### config.mk
export PLATFORM = sky130hd
export DESIGN_NAME = xhb_arbiter
export DESIGN_NICKNAME = d
export VERILOG_FILES = /design/src/core/xhb_pkg.sv /design/src/core/xhb_arbiter.sv
export SDC_FILE = /design/constraint.sdc
export NUM_CORES = 1
export LEC_CHECK = 0
export BUFFER_PORTS_ARGS = -buffer_cell sky130_fd_sc_hd__buf_2
export CORE_ASPECT_RATIO = 0.9
export CORE_MARGIN = 10
export CORE_UTILIZATION = 54
export CTS_BUF_LIST = sky130_fd_sc_hd__clkbuf_16
export DETAILED_ROUTE_END_ITERATION = 8
export PLACE_DENSITY = 0.83
export SYNTH_ARGS = -nofsm -noshare
export SYNTH_HDL_FRONTEND = slang
export SYNTH_SLANG_ARGS = --single-unit
export TNS_END_PERCENT = 50
### constraint.sdc
create_clock -name clk -period 3.1 [get_ports clk]
set_input_delay 0.31 -clock clk [delete_from_list [all_inputs] [get_ports clk]]
set_output_delay 0.31 -clock clk [all_outputs]
set_load 0.02 [all_outputs]
### src/core/xhb_pkg.sv
// Purpose: shared constants and types for the expansion bus hold arbiter
// Assumes: one clock at 20 MHz; every interval but the 10 ns drive slack is a whole number of periods
// Notes: the control group fields are packed in pin order, top field first
package xhb_pkg;

	// cpu clock period in ns, and the block clock period in ns
	localparam int CPU_PERIOD_NS = 50;
	localparam int CLK_PERIOD_NS = 50;

	// least time from hold request high to group floated, in periods
	localparam int HZ_MIN_P = 3;
	// longest time from group floated to grant high, in periods
	localparam int GRANT_MAX_P = 2;
	// least time from hold request low to grant low, in periods
	localparam int GRANT_DROP_MIN_P = 3;
	// longest time from grant low to group driven again, in periods
	localparam int REDRIVE_MAX_P = 2;
	// external grant to group driven: least in periods, extra slack in ns
	localparam int EXT_DRIVE_MIN_P = 2;
	localparam int EXT_DRIVE_SLACK_NS = 10;
	// longest time from group floated to own request low, in periods
	localparam int EXT_DROP_MAX_P = 2;

	// least times round up, longest times round down, never below one
	localparam int HZ_MIN_CYC =
		(HZ_MIN_P * CPU_PERIOD_NS + CLK_PERIOD_NS - 1) / CLK_PERIOD_NS;
	localparam int GRANT_DROP_MIN_CYC =
		(GRANT_DROP_MIN_P * CPU_PERIOD_NS + CLK_PERIOD_NS - 1) / CLK_PERIOD_NS;
	localparam int GRANT_MAX_CYC = (GRANT_MAX_P * CPU_PERIOD_NS) / CLK_PERIOD_NS;
	localparam int REDRIVE_MAX_CYC =
		(REDRIVE_MAX_P * CPU_PERIOD_NS) / CLK_PERIOD_NS;
	localparam int EXT_DRIVE_MIN_CYC =
		(EXT_DRIVE_MIN_P * CPU_PERIOD_NS + CLK_PERIOD_NS - 1) / CLK_PERIOD_NS;
	localparam int EXT_DRIVE_MAX_CYC =
		(EXT_DRIVE_MIN_P * CPU_PERIOD_NS + EXT_DRIVE_SLACK_NS) / CLK_PERIOD_NS;
	localparam int EXT_DROP_MAX_CYC =
		(EXT_DROP_MAX_P * CPU_PERIOD_NS) / CLK_PERIOD_NS;

	// reset values of the pin drivers
	localparam logic RST_GROUP_OE = 1'b0;
	localparam logic RST_GRANT = 1'b0;
	localparam logic RST_REQUEST = 1'b0;

	// values the core wants on the control group
	typedef struct packed {
		logic [3:0] byte_enable_n;   // byte enables, active low
		logic [3:0] addr_low;        // low word address bits
		logic addr_strobe_n;         // address strobe, active low
		logic write;                 // 1 = write, before polarity
		logic burst_last_n;          // last beat of burst, active low
	} xhb_core_t;

	// the shared control group as it leaves the pins
	typedef struct packed {
		logic [3:0] host_be_addr;    // byte enables or low address
		logic host_addr_strobe_n;    // address strobe
		logic host_write_read_dir;   // direction, boot polarity applied
		logic host_burst_last_n;     // burst last, always active low
	} xhb_group_t;

endpackage

### src/core/xhb_arbiter.sv
// Purpose: hold request / hold grant arbitration of the expansion bus
// Assumes: pins sampled on clk; arbiter mode and direction polarity are
//          boot straps captured on the first edge after reset release
// Notes: pins are split into value, enable and input copies
// Contract
// - drain pending transactions before raising grant
// - float group at least three periods after request
// - raise grant within two periods of floating
// - drop grant three or more periods after release
// - redrive group within two periods of grant low
// - external mode: drive group two periods after grant
// - external mode: float group, then drop request
// - group is byte enables, strobe, direction, burst last
// - host-port accesses use shared lines as byte enables
// - direction polarity fixed by boot strap
// - all intervals counted in cpu clock periods
`timescale 1ns/10ps
`default_nettype none
module xhb_arbiter (
	input wire logic clk,
	input wire logic resetn,
	input wire logic strap_internal_arb,
	input wire logic strap_dir_invert,
	input wire logic bus_hold_request_i,
	output logic bus_hold_request_o,
	output logic bus_hold_request_oe,
	input wire logic bus_hold_grant_i,
	output logic bus_hold_grant_o,
	output logic bus_hold_grant_oe,
	output xhb_pkg::xhb_group_t shared_control_group_o,
	output logic shared_control_group_oe,
	input wire logic host_write_read_dir_i,
	input wire xhb_pkg::xhb_core_t core_group,
	input wire logic core_host_port_access,
	input wire logic core_xact_pending,
	input wire logic core_want_bus,
	output logic core_hold_off,
	output logic core_owns_bus,
	output logic core_host_write
);

	// counts are small; the two-bit counter must reach each of them, and
	// the one-stage grant register drives the group two periods on
	if (xhb_pkg::HZ_MIN_CYC > 3 || xhb_pkg::GRANT_DROP_MIN_CYC > 3 ||
		xhb_pkg::HZ_MIN_CYC < 1 || xhb_pkg::GRANT_DROP_MIN_CYC < 1 ||
		xhb_pkg::GRANT_MAX_CYC < 1 || xhb_pkg::REDRIVE_MAX_CYC < 1 ||
		xhb_pkg::EXT_DROP_MAX_CYC < 1 || xhb_pkg::EXT_DRIVE_MIN_CYC > 2 ||
		xhb_pkg::EXT_DRIVE_MAX_CYC < 2) begin : g_count_check
		$error("xhb_arbiter: timing counts out of range");
	end

	typedef enum logic [3:0] {
		ST_BOOT, ST_OWN, ST_DRAIN, ST_FLOAT, ST_HELD, ST_RELEASE,
		ST_REDRIVE, ST_EXT_IDLE, ST_EXT_REQ, ST_EXT_OWN, ST_EXT_FLOAT
	} xhb_state_t;

	logic req_s1_r, req_s_r;       // request synchroniser
	logic grant_s_r;               // grant register, one stage
	logic req_oe_r, req_oe_nxt;    // request pin enable
	xhb_state_t state_r, state_nxt;
	logic [1:0] cnt_r, cnt_nxt;    // period counter, saturating
	logic mode_int_r, mode_int_nxt;   // internal arbiter strap
	logic dir_inv_r, dir_inv_nxt;     // direction polarity strap
	xhb_pkg::xhb_group_t grp_r, grp_nxt;
	logic grp_oe_r, grp_oe_nxt;
	logic grant_r, grant_nxt;
	logic req_r, req_nxt;
	logic hold_off_r, hold_off_nxt;
	logic owns_r, owns_nxt;
	logic hwrite_r, hwrite_nxt;

	// request: two-flop synchroniser, first stage feeds only the second
	// grant: one stage only; the drive window leaves no room for a second
	always_ff @(posedge clk or negedge resetn) begin
		if (!resetn) begin
			req_s1_r <= 1'b0;
			req_s_r <= 1'b0;
			grant_s_r <= 1'b0;
		end else begin
			req_s1_r <= bus_hold_request_i;
			req_s_r <= req_s1_r;
			grant_s_r <= bus_hold_grant_i;
		end
	end

	// next state of the arbiter and the pin drivers
	always_comb begin
		state_nxt = state_r;
		cnt_nxt = (cnt_r == 2'h3) ? cnt_r : cnt_r + 2'h1;
		mode_int_nxt = mode_int_r;
		dir_inv_nxt = dir_inv_r;
		grp_oe_nxt = grp_oe_r;
		grant_nxt = grant_r;
		req_nxt = req_r;
		// drive the group from the core; direction takes boot polarity
		grp_nxt.host_be_addr = core_host_port_access ?
			core_group.byte_enable_n : core_group.addr_low;
		grp_nxt.host_addr_strobe_n = core_group.addr_strobe_n;
		grp_nxt.host_write_read_dir = core_group.write ^ dir_inv_r;
		grp_nxt.host_burst_last_n = core_group.burst_last_n;
		// incoming direction decoded with the same polarity
		hwrite_nxt = host_write_read_dir_i ^ dir_inv_r;
		unique case (state_r)
			// capture straps once after reset release
			ST_BOOT: begin
				mode_int_nxt = strap_internal_arb;
				dir_inv_nxt = strap_dir_invert;
				cnt_nxt = 2'h0;
				if (strap_internal_arb) begin
					grp_oe_nxt = 1'b1;
					state_nxt = ST_OWN;
				end else begin
					state_nxt = ST_EXT_IDLE;
				end
			end
			// internal arbiter: we own and drive the bus
			ST_OWN: begin
				cnt_nxt = 2'h1;
				if (req_s_r)
					state_nxt = ST_DRAIN;
			end
			// wait out pending work and the least float delay
			ST_DRAIN: begin
				if (cnt_r >= 2'(xhb_pkg::HZ_MIN_CYC - 1) &&
					!core_xact_pending) begin
					grp_oe_nxt = 1'b0;
					state_nxt = ST_FLOAT;
				end
			end
			// group floated; grant on the next edge
			ST_FLOAT: begin
				grant_nxt = 1'b1;
				state_nxt = ST_HELD;
			end
			// external master owns the bus
			ST_HELD: begin
				cnt_nxt = 2'h1;
				if (!req_s_r)
					state_nxt = ST_RELEASE;
			end
			// hold the grant for the least drop delay
			ST_RELEASE: begin
				if (req_s_r) begin
					state_nxt = ST_HELD;
				end else if (cnt_r >=
					2'(xhb_pkg::GRANT_DROP_MIN_CYC - 1)) begin
					grant_nxt = 1'b0;
					state_nxt = ST_REDRIVE;
				end
			end
			// grant low; take the group back next edge
			ST_REDRIVE: begin
				grp_oe_nxt = 1'b1;
				state_nxt = ST_OWN;
			end
			// external arbiter: idle, group floated
			ST_EXT_IDLE: begin
				if (core_want_bus) begin
					req_nxt = 1'b1;
					state_nxt = ST_EXT_REQ;
				end
			end
			// request out; drive as soon as the grant is seen
			ST_EXT_REQ: begin
				if (grant_s_r) begin
					grp_oe_nxt = 1'b1;
					state_nxt = ST_EXT_OWN;
				end
			end
			// we own the bus; give it up when done or grant lost
			ST_EXT_OWN: begin
				if (!grant_s_r || (!core_want_bus && !core_xact_pending)) begin
					grp_oe_nxt = 1'b0;
					state_nxt = ST_EXT_FLOAT;
				end
			end
			// floated first, request drops next edge
			ST_EXT_FLOAT: begin
				req_nxt = 1'b0;
				state_nxt = ST_EXT_IDLE;
			end
		endcase
		// core must not start new transfers unless it owns the bus
		owns_nxt = (state_nxt == ST_OWN) || (state_nxt == ST_EXT_OWN) ||
			(state_nxt == ST_DRAIN);
		hold_off_nxt = (state_nxt != ST_OWN) && (state_nxt != ST_EXT_OWN);
		// request pin is ours only with the outside arbiter, after boot
		req_oe_nxt = !mode_int_nxt && (state_nxt != ST_BOOT);
	end

	// registers of the arbiter
	always_ff @(posedge clk or negedge resetn) begin
		if (!resetn) begin
			state_r <= ST_BOOT;
			cnt_r <= 2'h0;
			mode_int_r <= 1'b0;
			dir_inv_r <= 1'b0;
			grp_r <= '0;
			grp_oe_r <= xhb_pkg::RST_GROUP_OE;
			grant_r <= xhb_pkg::RST_GRANT;
			req_r <= xhb_pkg::RST_REQUEST;
			hold_off_r <= 1'b1;
			owns_r <= 1'b0;
			hwrite_r <= 1'b0;
			req_oe_r <= 1'b0;
		end else begin
			state_r <= state_nxt;
			cnt_r <= cnt_nxt;
			mode_int_r <= mode_int_nxt;
			dir_inv_r <= dir_inv_nxt;
			grp_r <= grp_nxt;
			grp_oe_r <= grp_oe_nxt;
			grant_r <= grant_nxt;
			req_r <= req_nxt;
			hold_off_r <= hold_off_nxt;
			owns_r <= owns_nxt;
			hwrite_r <= hwrite_nxt;
			req_oe_r <= req_oe_nxt;
		end
	end

	// a pin is driven only in the mode where we are its source
	assign bus_hold_grant_o = grant_r;
	assign bus_hold_grant_oe = mode_int_r;
	assign bus_hold_request_o = req_r;
	assign bus_hold_request_oe = req_oe_r;
	assign shared_control_group_o = grp_r;
	assign shared_control_group_oe = grp_oe_r;
	assign core_hold_off = hold_off_r;
	assign core_owns_bus = owns_r;
	assign core_host_write = hwrite_r;

	// grant rises only after pending work has drained
	drain_first_a: assert property (@(posedge clk) disable iff (!resetn)
		$rose(grant_r) |-> !$past(core_xact_pending, 2))
		else $error("grant raised with a transaction pending");

	// group floats three periods or more after request seen
	float_delay_a: assert property (@(posedge clk) disable iff (!resetn)
		mode_int_r && $fell(grp_oe_r) |->
		$past(req_s_r, 2) && $past(req_s_r, 3))
		else $error("group floated too early after request");

	// grant follows float within two periods
	grant_rise_a: assert property (@(posedge clk) disable iff (!resetn)
		mode_int_r && $fell(grp_oe_r) |-> ##[1:2] grant_r)
		else $error("grant late after float");

	// grant drops only after request low for three periods
	grant_drop_a: assert property (@(posedge clk) disable iff (!resetn)
		$fell(grant_r) |-> !$past(req_s_r, 1) && !$past(req_s_r, 2) &&
		!$past(req_s_r, 3))
		else $error("grant dropped too early");

	// group driven again within two periods of grant low
	redrive_a: assert property (@(posedge clk) disable iff (!resetn)
		mode_int_r && $fell(grant_r) |-> ##[1:2] grp_oe_r)
		else $error("group not redriven after grant low");

	// grant is never high while we drive the group
	no_clash_a: assert property (@(posedge clk) disable iff (!resetn)
		grant_r |-> !grp_oe_r)
		else $error("grant high while group driven");

	// external mode: drive on the edge after grant seen
	ext_drive_a: assert property (@(posedge clk) disable iff (!resetn)
		!mode_int_r && $rose(grp_oe_r) |-> $past(grant_s_r) && req_r)
		else $error("group driven without grant");

	// external mode: request drops after group floats, within two
	ext_drop_a: assert property (@(posedge clk) disable iff (!resetn)
		!mode_int_r && $fell(grp_oe_r) |-> req_r ##[1:2] !req_r)
		else $error("request not dropped after float");

	// request never drops while group still driven
	ext_order_a: assert property (@(posedge clk) disable iff (!resetn)
		!mode_int_r && $fell(req_r) |-> !grp_oe_r && !$past(grp_oe_r))
		else $error("request dropped before float");

	// byte enables replace low address during host-port access
	be_mux_a: assert property (@(posedge clk) disable iff (!resetn)
		$past(resetn) && $past(core_host_port_access) |->
		grp_r.host_be_addr == $past(core_group.byte_enable_n))
		else $error("byte enables not on shared lines");

	// polarity stays fixed once captured
	dir_pol_a: assert property (@(posedge clk) disable iff (!resetn)
		$past(state_r) != ST_BOOT && state_r != ST_BOOT |-> $stable(dir_inv_r))
		else $error("direction polarity changed after boot");

	// synchronised request lags the pin by two edges
	sync_req_a: assert property (@(posedge clk) disable iff (!resetn)
		$past(resetn, 2) |-> req_s_r == $past(bus_hold_request_i, 2))
		else $error("request synchroniser depth wrong");

	// group driven no sooner than two periods after the grant pin rose
	drive_gap_a: assert property (@(posedge clk) disable iff (!resetn)
		!mode_int_r && $rose(grp_oe_r) |-> $past(bus_hold_grant_i, 2))
		else $error("group driven too soon after grant");

	// grant register follows the pin by one edge
	sync_grant_a: assert property (@(posedge clk) disable iff (!resetn)
		$past(resetn) |-> grant_s_r == $past(bus_hold_grant_i))
		else $error("grant register depth wrong");

endmodule
`default_nettype wire

==> flow_metrics.tcl, run 1 <==
set metrics [dict create \
    status "finished clean" \
    n_fill_cell 167 \
    track_usage 0.121 \
    cts.clk_slew.worst_paths_ns 0.06 \
    cp.required_ns 3.28 \
    grt_max_degree 26 \
    coreArea_sq_um 2200 \
    numClockSinks 25 \
    worst_pin_slew_ns 0.689 \
    largest_register_ffs 7 \
    critPathKind "reg2reg" \
    period_share 0.736 \
    postSynth.asyncResetShare 1.00 \
    io_buffers 35 \
    synthTopCellsByArea "dfrtp_1 48%, o21ai_0 3.6%, mux2_2 3.6%" \
    maxClockFrequency_mhz 438 \
    rsz0062_at_grt "false" \
    power.density_nw_per_um2 938 \
    synth-seq-cells 25 \
    vias_per_cell 5.79 \
    cts_tree "built" \
    syn2layout_area_growth_pct 19.2 \
    reg2reg_slack_ns 0.82 \
    grt_pass1_vias 1044 \
    drtIter0Drc 78 \
    start_util 0.570 \
    io_pins 36 \
    drive_gt1_frac 0.340 \
    clockRootBuffer "clkbuf_16" \
    synth.most_common_cell "dfrtp_1" \
    post_cts_resize_count 0 \
    overflow 0 \
    vias 1007 \
    setup_viol 0 \
    die_area_sq_um 4660 \
    tns_ns 0 \
    cts.path.max_buffers 2 \
    ys_seq_area_frac 0.499 \
    dieWidth_microns 70.8 \
    synth_nets 139 \
    antenna_found_initial 0 \
    worstHoldPathType "in2async" \
    path_max_fanout 24 \
    htree_levels 1 \
    yosysTopAreaCellShare 0.478 \
    avgSynthCellArea_sq_um 10.8 \
    n_antenna_cell 0 \
    dr.pass1.iters 4 \
    synthCells 116 \
    maxCapViolCount 0 \
    stdcell_area_sq_um 1500 \
    post_drt_wl_per_cell_microns 16.2 \
    numCtsBuffers 3 \
    cts_setup_buffers 0 \
    row_count 16 \
    postPlaceCellArea_sq_um 1420 \
    maxSlewHeadroom 0.541 \
    peakVddDrop_uv 605 \
    cp.buffers_inverters 0 \
    ys_warn_count 0 \
    nNetsFinal 171 \
    ys_top_cells_by_count "24 x dfrtp_1, 9 x nand2_1, 9 x o21ai_0" \
    ant_nets 0 \
    area.sequential_sq_um 627 \
    cpLargestDelayFamily "simple AND/OR/NAND/NOR gates" \
    synth_enable_flop_cells 0 \
    cpPeakStageDelay_ns 0.63 \
    drc 0 \
    hpwlAfterDp_microns 2070 \
    dp_cells 170 \
    ys_types 46 \
    clock_latency_ns 0.25 \
    leakagePower_uw 0.000700 \
    cts_hold_buf 0 \
    crit_path_end_kind "register" \
    cp.arrival_ns 2.46 \
    synth_area_sq_um 1260 \
    path_cells "and2b_4 > a2111oi_2 > or4_4 > or3_1 > a21oi_2" \
    maxSlewViolCount 0 \
    critPathLaunchType "register" \
    total_power_uw 1400 \
    drt-total-wl_microns 2820 \
    die_y_microns 65.8 \
    grt_pass1_wl_microns 4770 \
    routabilityCongestion 0.902 \
    ys.flop_type "dfrtp_1" \
    multi_input_area_sq_um 574 \
    timing_hold_violations_final 0 \
    synth_top_cell_by_area "dfrtp_1" \
    critPathSlowestCell "dfrtp_1" \
    clock_skew_ns 0.00481 \
    instances_no_fill 174 \
    post-route-util 0.680 \
    layout_min_cycle_time_ns 2.28 \
]
-- cells in the final DEF (no fill, tap or decap), types with 2 or more instances in the layout --
cell       count
buf_2         35
dfrtp_1       24
nand2_1        9
o21ai_0        9
nor2_1         7
a21oi_1        6
mux2_2         4
nand3_1        3
a21o_1         3
xor2_1         3
clkbuf_16      3
inv_1          2
nand2b_1       2
nor2b_1        2
or4b_1         2
nor4_1         2
a211o_1        2
ha_1           2
-- power breakdown --
group	internal (uW)	total, uW	leakage, uW	switching (uW)
registers	423	585	0.000295	161
logic	251	542	0.000364	292
clock network	173	277	0.0000409	104
total	847	1400	0.000700	557
-- worst paths after layout --
check                               from                        end  depth (start not counted)
max                           state_r[2]              core_owns_bus                          5
min                               resetn  shared_control_group_o[0]                          1
max reg2reg                   state_r[2]              core_owns_bus                          5
min reg2reg                     req_s1_r                    req_s_r                          0
max in group asynchronous         resetn              core_hold_off                          1
min in group clk           core_group[2]  shared_control_group_o[2]                          1
-- metal layers --
layer,global-route usage,wire (microns)
met1,0.146,1190
met4,0.0217,2
met3,0.0465,267
met2,0.203,1370
met5,0,0
-- layout make-up --
cell class | instances | area share
inverter | 2 | 0.00501
sequential | 25 | 0.419
multi-input combinational | 81 | 0.383
clock inverter | 1 | 0.00334
clock buffer | 3 | 0.0501
timing repair buffer | 35 | 0.117
tap | 27 | 0.0226
-- through the flow --
step	hold slack (ns)	setup WS, ns
global placement	0.310	0.940
global route	0.0668	0.701
detailed placement	0.330	0.904
floorplan	0.0144	1.12
finish	0.0341	0.819
CTS	0.0557	0.842
-- cell families (layout without fill, tap and decap cells) --
logic type | after synthesis | count (layout) | share of synthesized area
buffers and inverters | 10 | 41 | 0.0438
DFF | 25 | 25 | 0.499
adders and majority gates | 2 | 2 | 0.0199
muxes | 6 | 6 | 0.0528
AOI/OAI and AO/OA | 29 | 29 | 0.167
and+or+nand+nor | 41 | 41 | 0.196
xor gates and xnor gates | 3 | 3 | 0.0209
(Power assumes the default switching activity.)
==> run 2: changes to the inputs <==
--- a/config.mk
+++ b/config.mk
@@ -8,10 +8,10 @@
 export BUFFER_PORTS_ARGS = -buffer_cell sky130_fd_sc_hd__buf_2
 export CORE_ASPECT_RATIO = 0.9
 export CORE_MARGIN = 10
-export CORE_UTILIZATION = 54
+export CORE_UTILIZATION = 45
 export CTS_BUF_LIST = sky130_fd_sc_hd__clkbuf_16
 export DETAILED_ROUTE_END_ITERATION = 8
-export PLACE_DENSITY = 0.83
+export PLACE_DENSITY = 0.73
 export SYNTH_ARGS = -nofsm -noshare
 export SYNTH_HDL_FRONTEND = slang
 export SYNTH_SLANG_ARGS = --single-unit
==> constraint.sdc (replaced) <==
create_clock -name clk -period 2 [get_ports clk]
set_input_delay 0.2 -clock clk [delete_from_list [all_inputs] [get_ports clk]]
set_output_delay 0.2 -clock clk [all_outputs]
set_load 0.02 [all_outputs]
==> flow_metrics.tcl, run 2 (synthesis gave the netlist of run 1 again) <==
set metrics [dict create \
    timing_hold_violations_final 0 \
    holdPathStages 1 \
    cts.path.max_buffers 2 \
    setup_viol 0 \
    nNetsFinal 180 \
    leakagePower_uw 0.000743 \
    clock_latency_ns 0.26 \
    dp_cells 181 \
    numCtsBuffers 3 \
    grt_max_degree 26 \
    peakVddDrop_uv 683 \
    syn2layout_area_growth_pct 26.7 \
    clockRootBuffer "clkbuf_16" \
    rr_endpoint "core_owns_bus" \
    cts_tree "built" \
    layout_commonest_cell "buf_2" \
    post_drt_wl_per_cell_microns 16.9 \
    maxCapViolCount 0 \
    io_buffers 35 \
    antenna_found_initial 0 \
    hold_path.startpoint "core_group[2]" \
    drive_gt1_frac 0.397 \
    rsz0062_at_grt "false" \
    numClockSinks 25 \
    r2r_cells 5 \
    share_comb_of_total_power 0.473 \
    grt_pass1_wl_microns 5170 \
    die_area_sq_um 5310 \
    critPathLaunchType "register" \
    path_cells "nor3_1 > o211a_1 > or4_4 > or3_1 > a21oi_2" \
    critPathSlowestCell "dfrtp_1" \
    drc 0 \
    p_int_uw 1420 \
    power.density_nw_per_um2 1470 \
    path_max_fanout 12 \
    hpwlAfterDp_microns 2370 \
    cp.arrival_ns 2.17 \
    drtIter0Drc 50 \
    layout_min_cycle_time_ns 1.98 \
    hold_end "shared_control_group_o[2]" \
    dieWidth_microns 75.7 \
    track_usage 0.124 \
    overflow 0 \
    maxClockFrequency_mhz 505 \
    switching_share 0.391 \
    r2r-start "state_r[3]" \
    routabilityCongestion 0.913 \
    vias_per_cell 5.65 \
    coreArea_sq_um 2700 \
    instances_no_fill 186 \
    tns_ns 0 \
    period_share 0.990 \
    start_util 0.465 \
    row_count 18 \
    largest_register_ffs 7 \
    io_pins 36 \
    htree_levels 1 \
    maxSlewViolCount 0 \
    cpPeakStageDelay_ns 0.61 \
    reg2reg_slack_ns 0.02 \
    dr.pass1.iters 4 \
    p_seq_frac 0.339 \
    worstHoldPathType "in2reg" \
    maxSlewHeadroom 0.645 \
    power_switching_uw 912 \
    drt-total-wl_microns 3150 \
    worst_pin_slew_ns 0.528 \
    dpl_worst_slack_ns 0.0188 \
    worst_slack_ns 0.0208 \
    n_antenna_cell 0 \
    cp.required_ns 2.19 \
    critPathKind "reg2reg" \
    pwr-share-clk 0.187 \
    die_y_microns 70.1 \
    layout_common_cells "35 x buf_2, 22 x dfrtp_1, 9 x nand2_1" \
    clock_skew_ns 0.00145 \
    grt_pass1_vias 1102 \
    status "finished clean" \
    cts.clk_slew.worst_paths_ns 0.06 \
    ant_nets 0 \
    crit_path_end_kind "register" \
    vias 1051 \
]
## run 2: what timing repair did
item | in CTS | in global routing
hold buffers | 1 | 0
endpoints found under the hold margin | 24 | 0
setup buffers | 0 | 0
endpoints found under the setup margin | 0 | 1
resized for setup | 0 | 5
## run 2: worst max-delay path by stage
stage / from / end / cells after the start
after detailed placement: cnt_r[0] / core_owns_bus / 7
after global routing: state_r[3] / core_owns_bus / 5
after floorplan: cnt_r[1] / core_owns_bus / 6
after global placement: cnt_r[0] / core_owns_bus / 7
after CTS: cnt_r[0] / core_owns_bus / 7
final: state_r[3] / core_owns_bus / 5
## run 2: metal layers
layer  wire, microns  share of wire  track usage  up-vias
met3             334           0.11       0.0607        5
met5               0              0            0        -
met4              36          0.011       0.0433        0
met2            1570           0.50        0.202       39
li1                -              -            -      502
met1            1210           0.38        0.133      505
## run 2: critical path: cells and delay by family, from the launching register on
family          cells  cell delay (ns)
simple gates        3             1.03
flops               1             0.61
compound gates      2             0.26
## run 2: stage by stage
| step | hold WS [ns] | util | cell area (sq um) | total power, uW |
|---|---|---|---|---|
| 2_1_floorplan | -0.0956 | - | 1260 | 1550 |
| 3_3_place_gp | 0.207 | 0.553 | 1490 | 1830 |
| 3_5_place_dp | 0.217 | 0.553 | 1490 | 1880 |
| 4_1_cts | 0.0425 | 0.586 | 1580 | 2330 |
| 5_1_grt | 0.0367 | 0.589 | 1590 | 2490 |
| 6_report | 0.0462 | 0.589 | 1590 | 2330 |
## run 2: power by group through the flow
stage | logic (uW) | registers (uW) | clock network (uW)
floorplan | 693 | 854 | 0
detailed placement | 1090 | 793 | 0
global route | 1210 | 815 | 468
finish | 1110 | 792 | 437
CTS | 1100 | 787 | 448
global placement | 1050 | 782 | 0
## run 2: final cells by class
cell class | count | area, sq um
repair buffers | 44 | 258
fillers | 231 | 1110
clock buffers | 3 | 75.1
flip-flops and latches | 25 | 629
well taps | 30 | 37.5
multi-input cells | 81 | 579
clock inverters | 1 | 5.00
inverters | 2 | 7.51
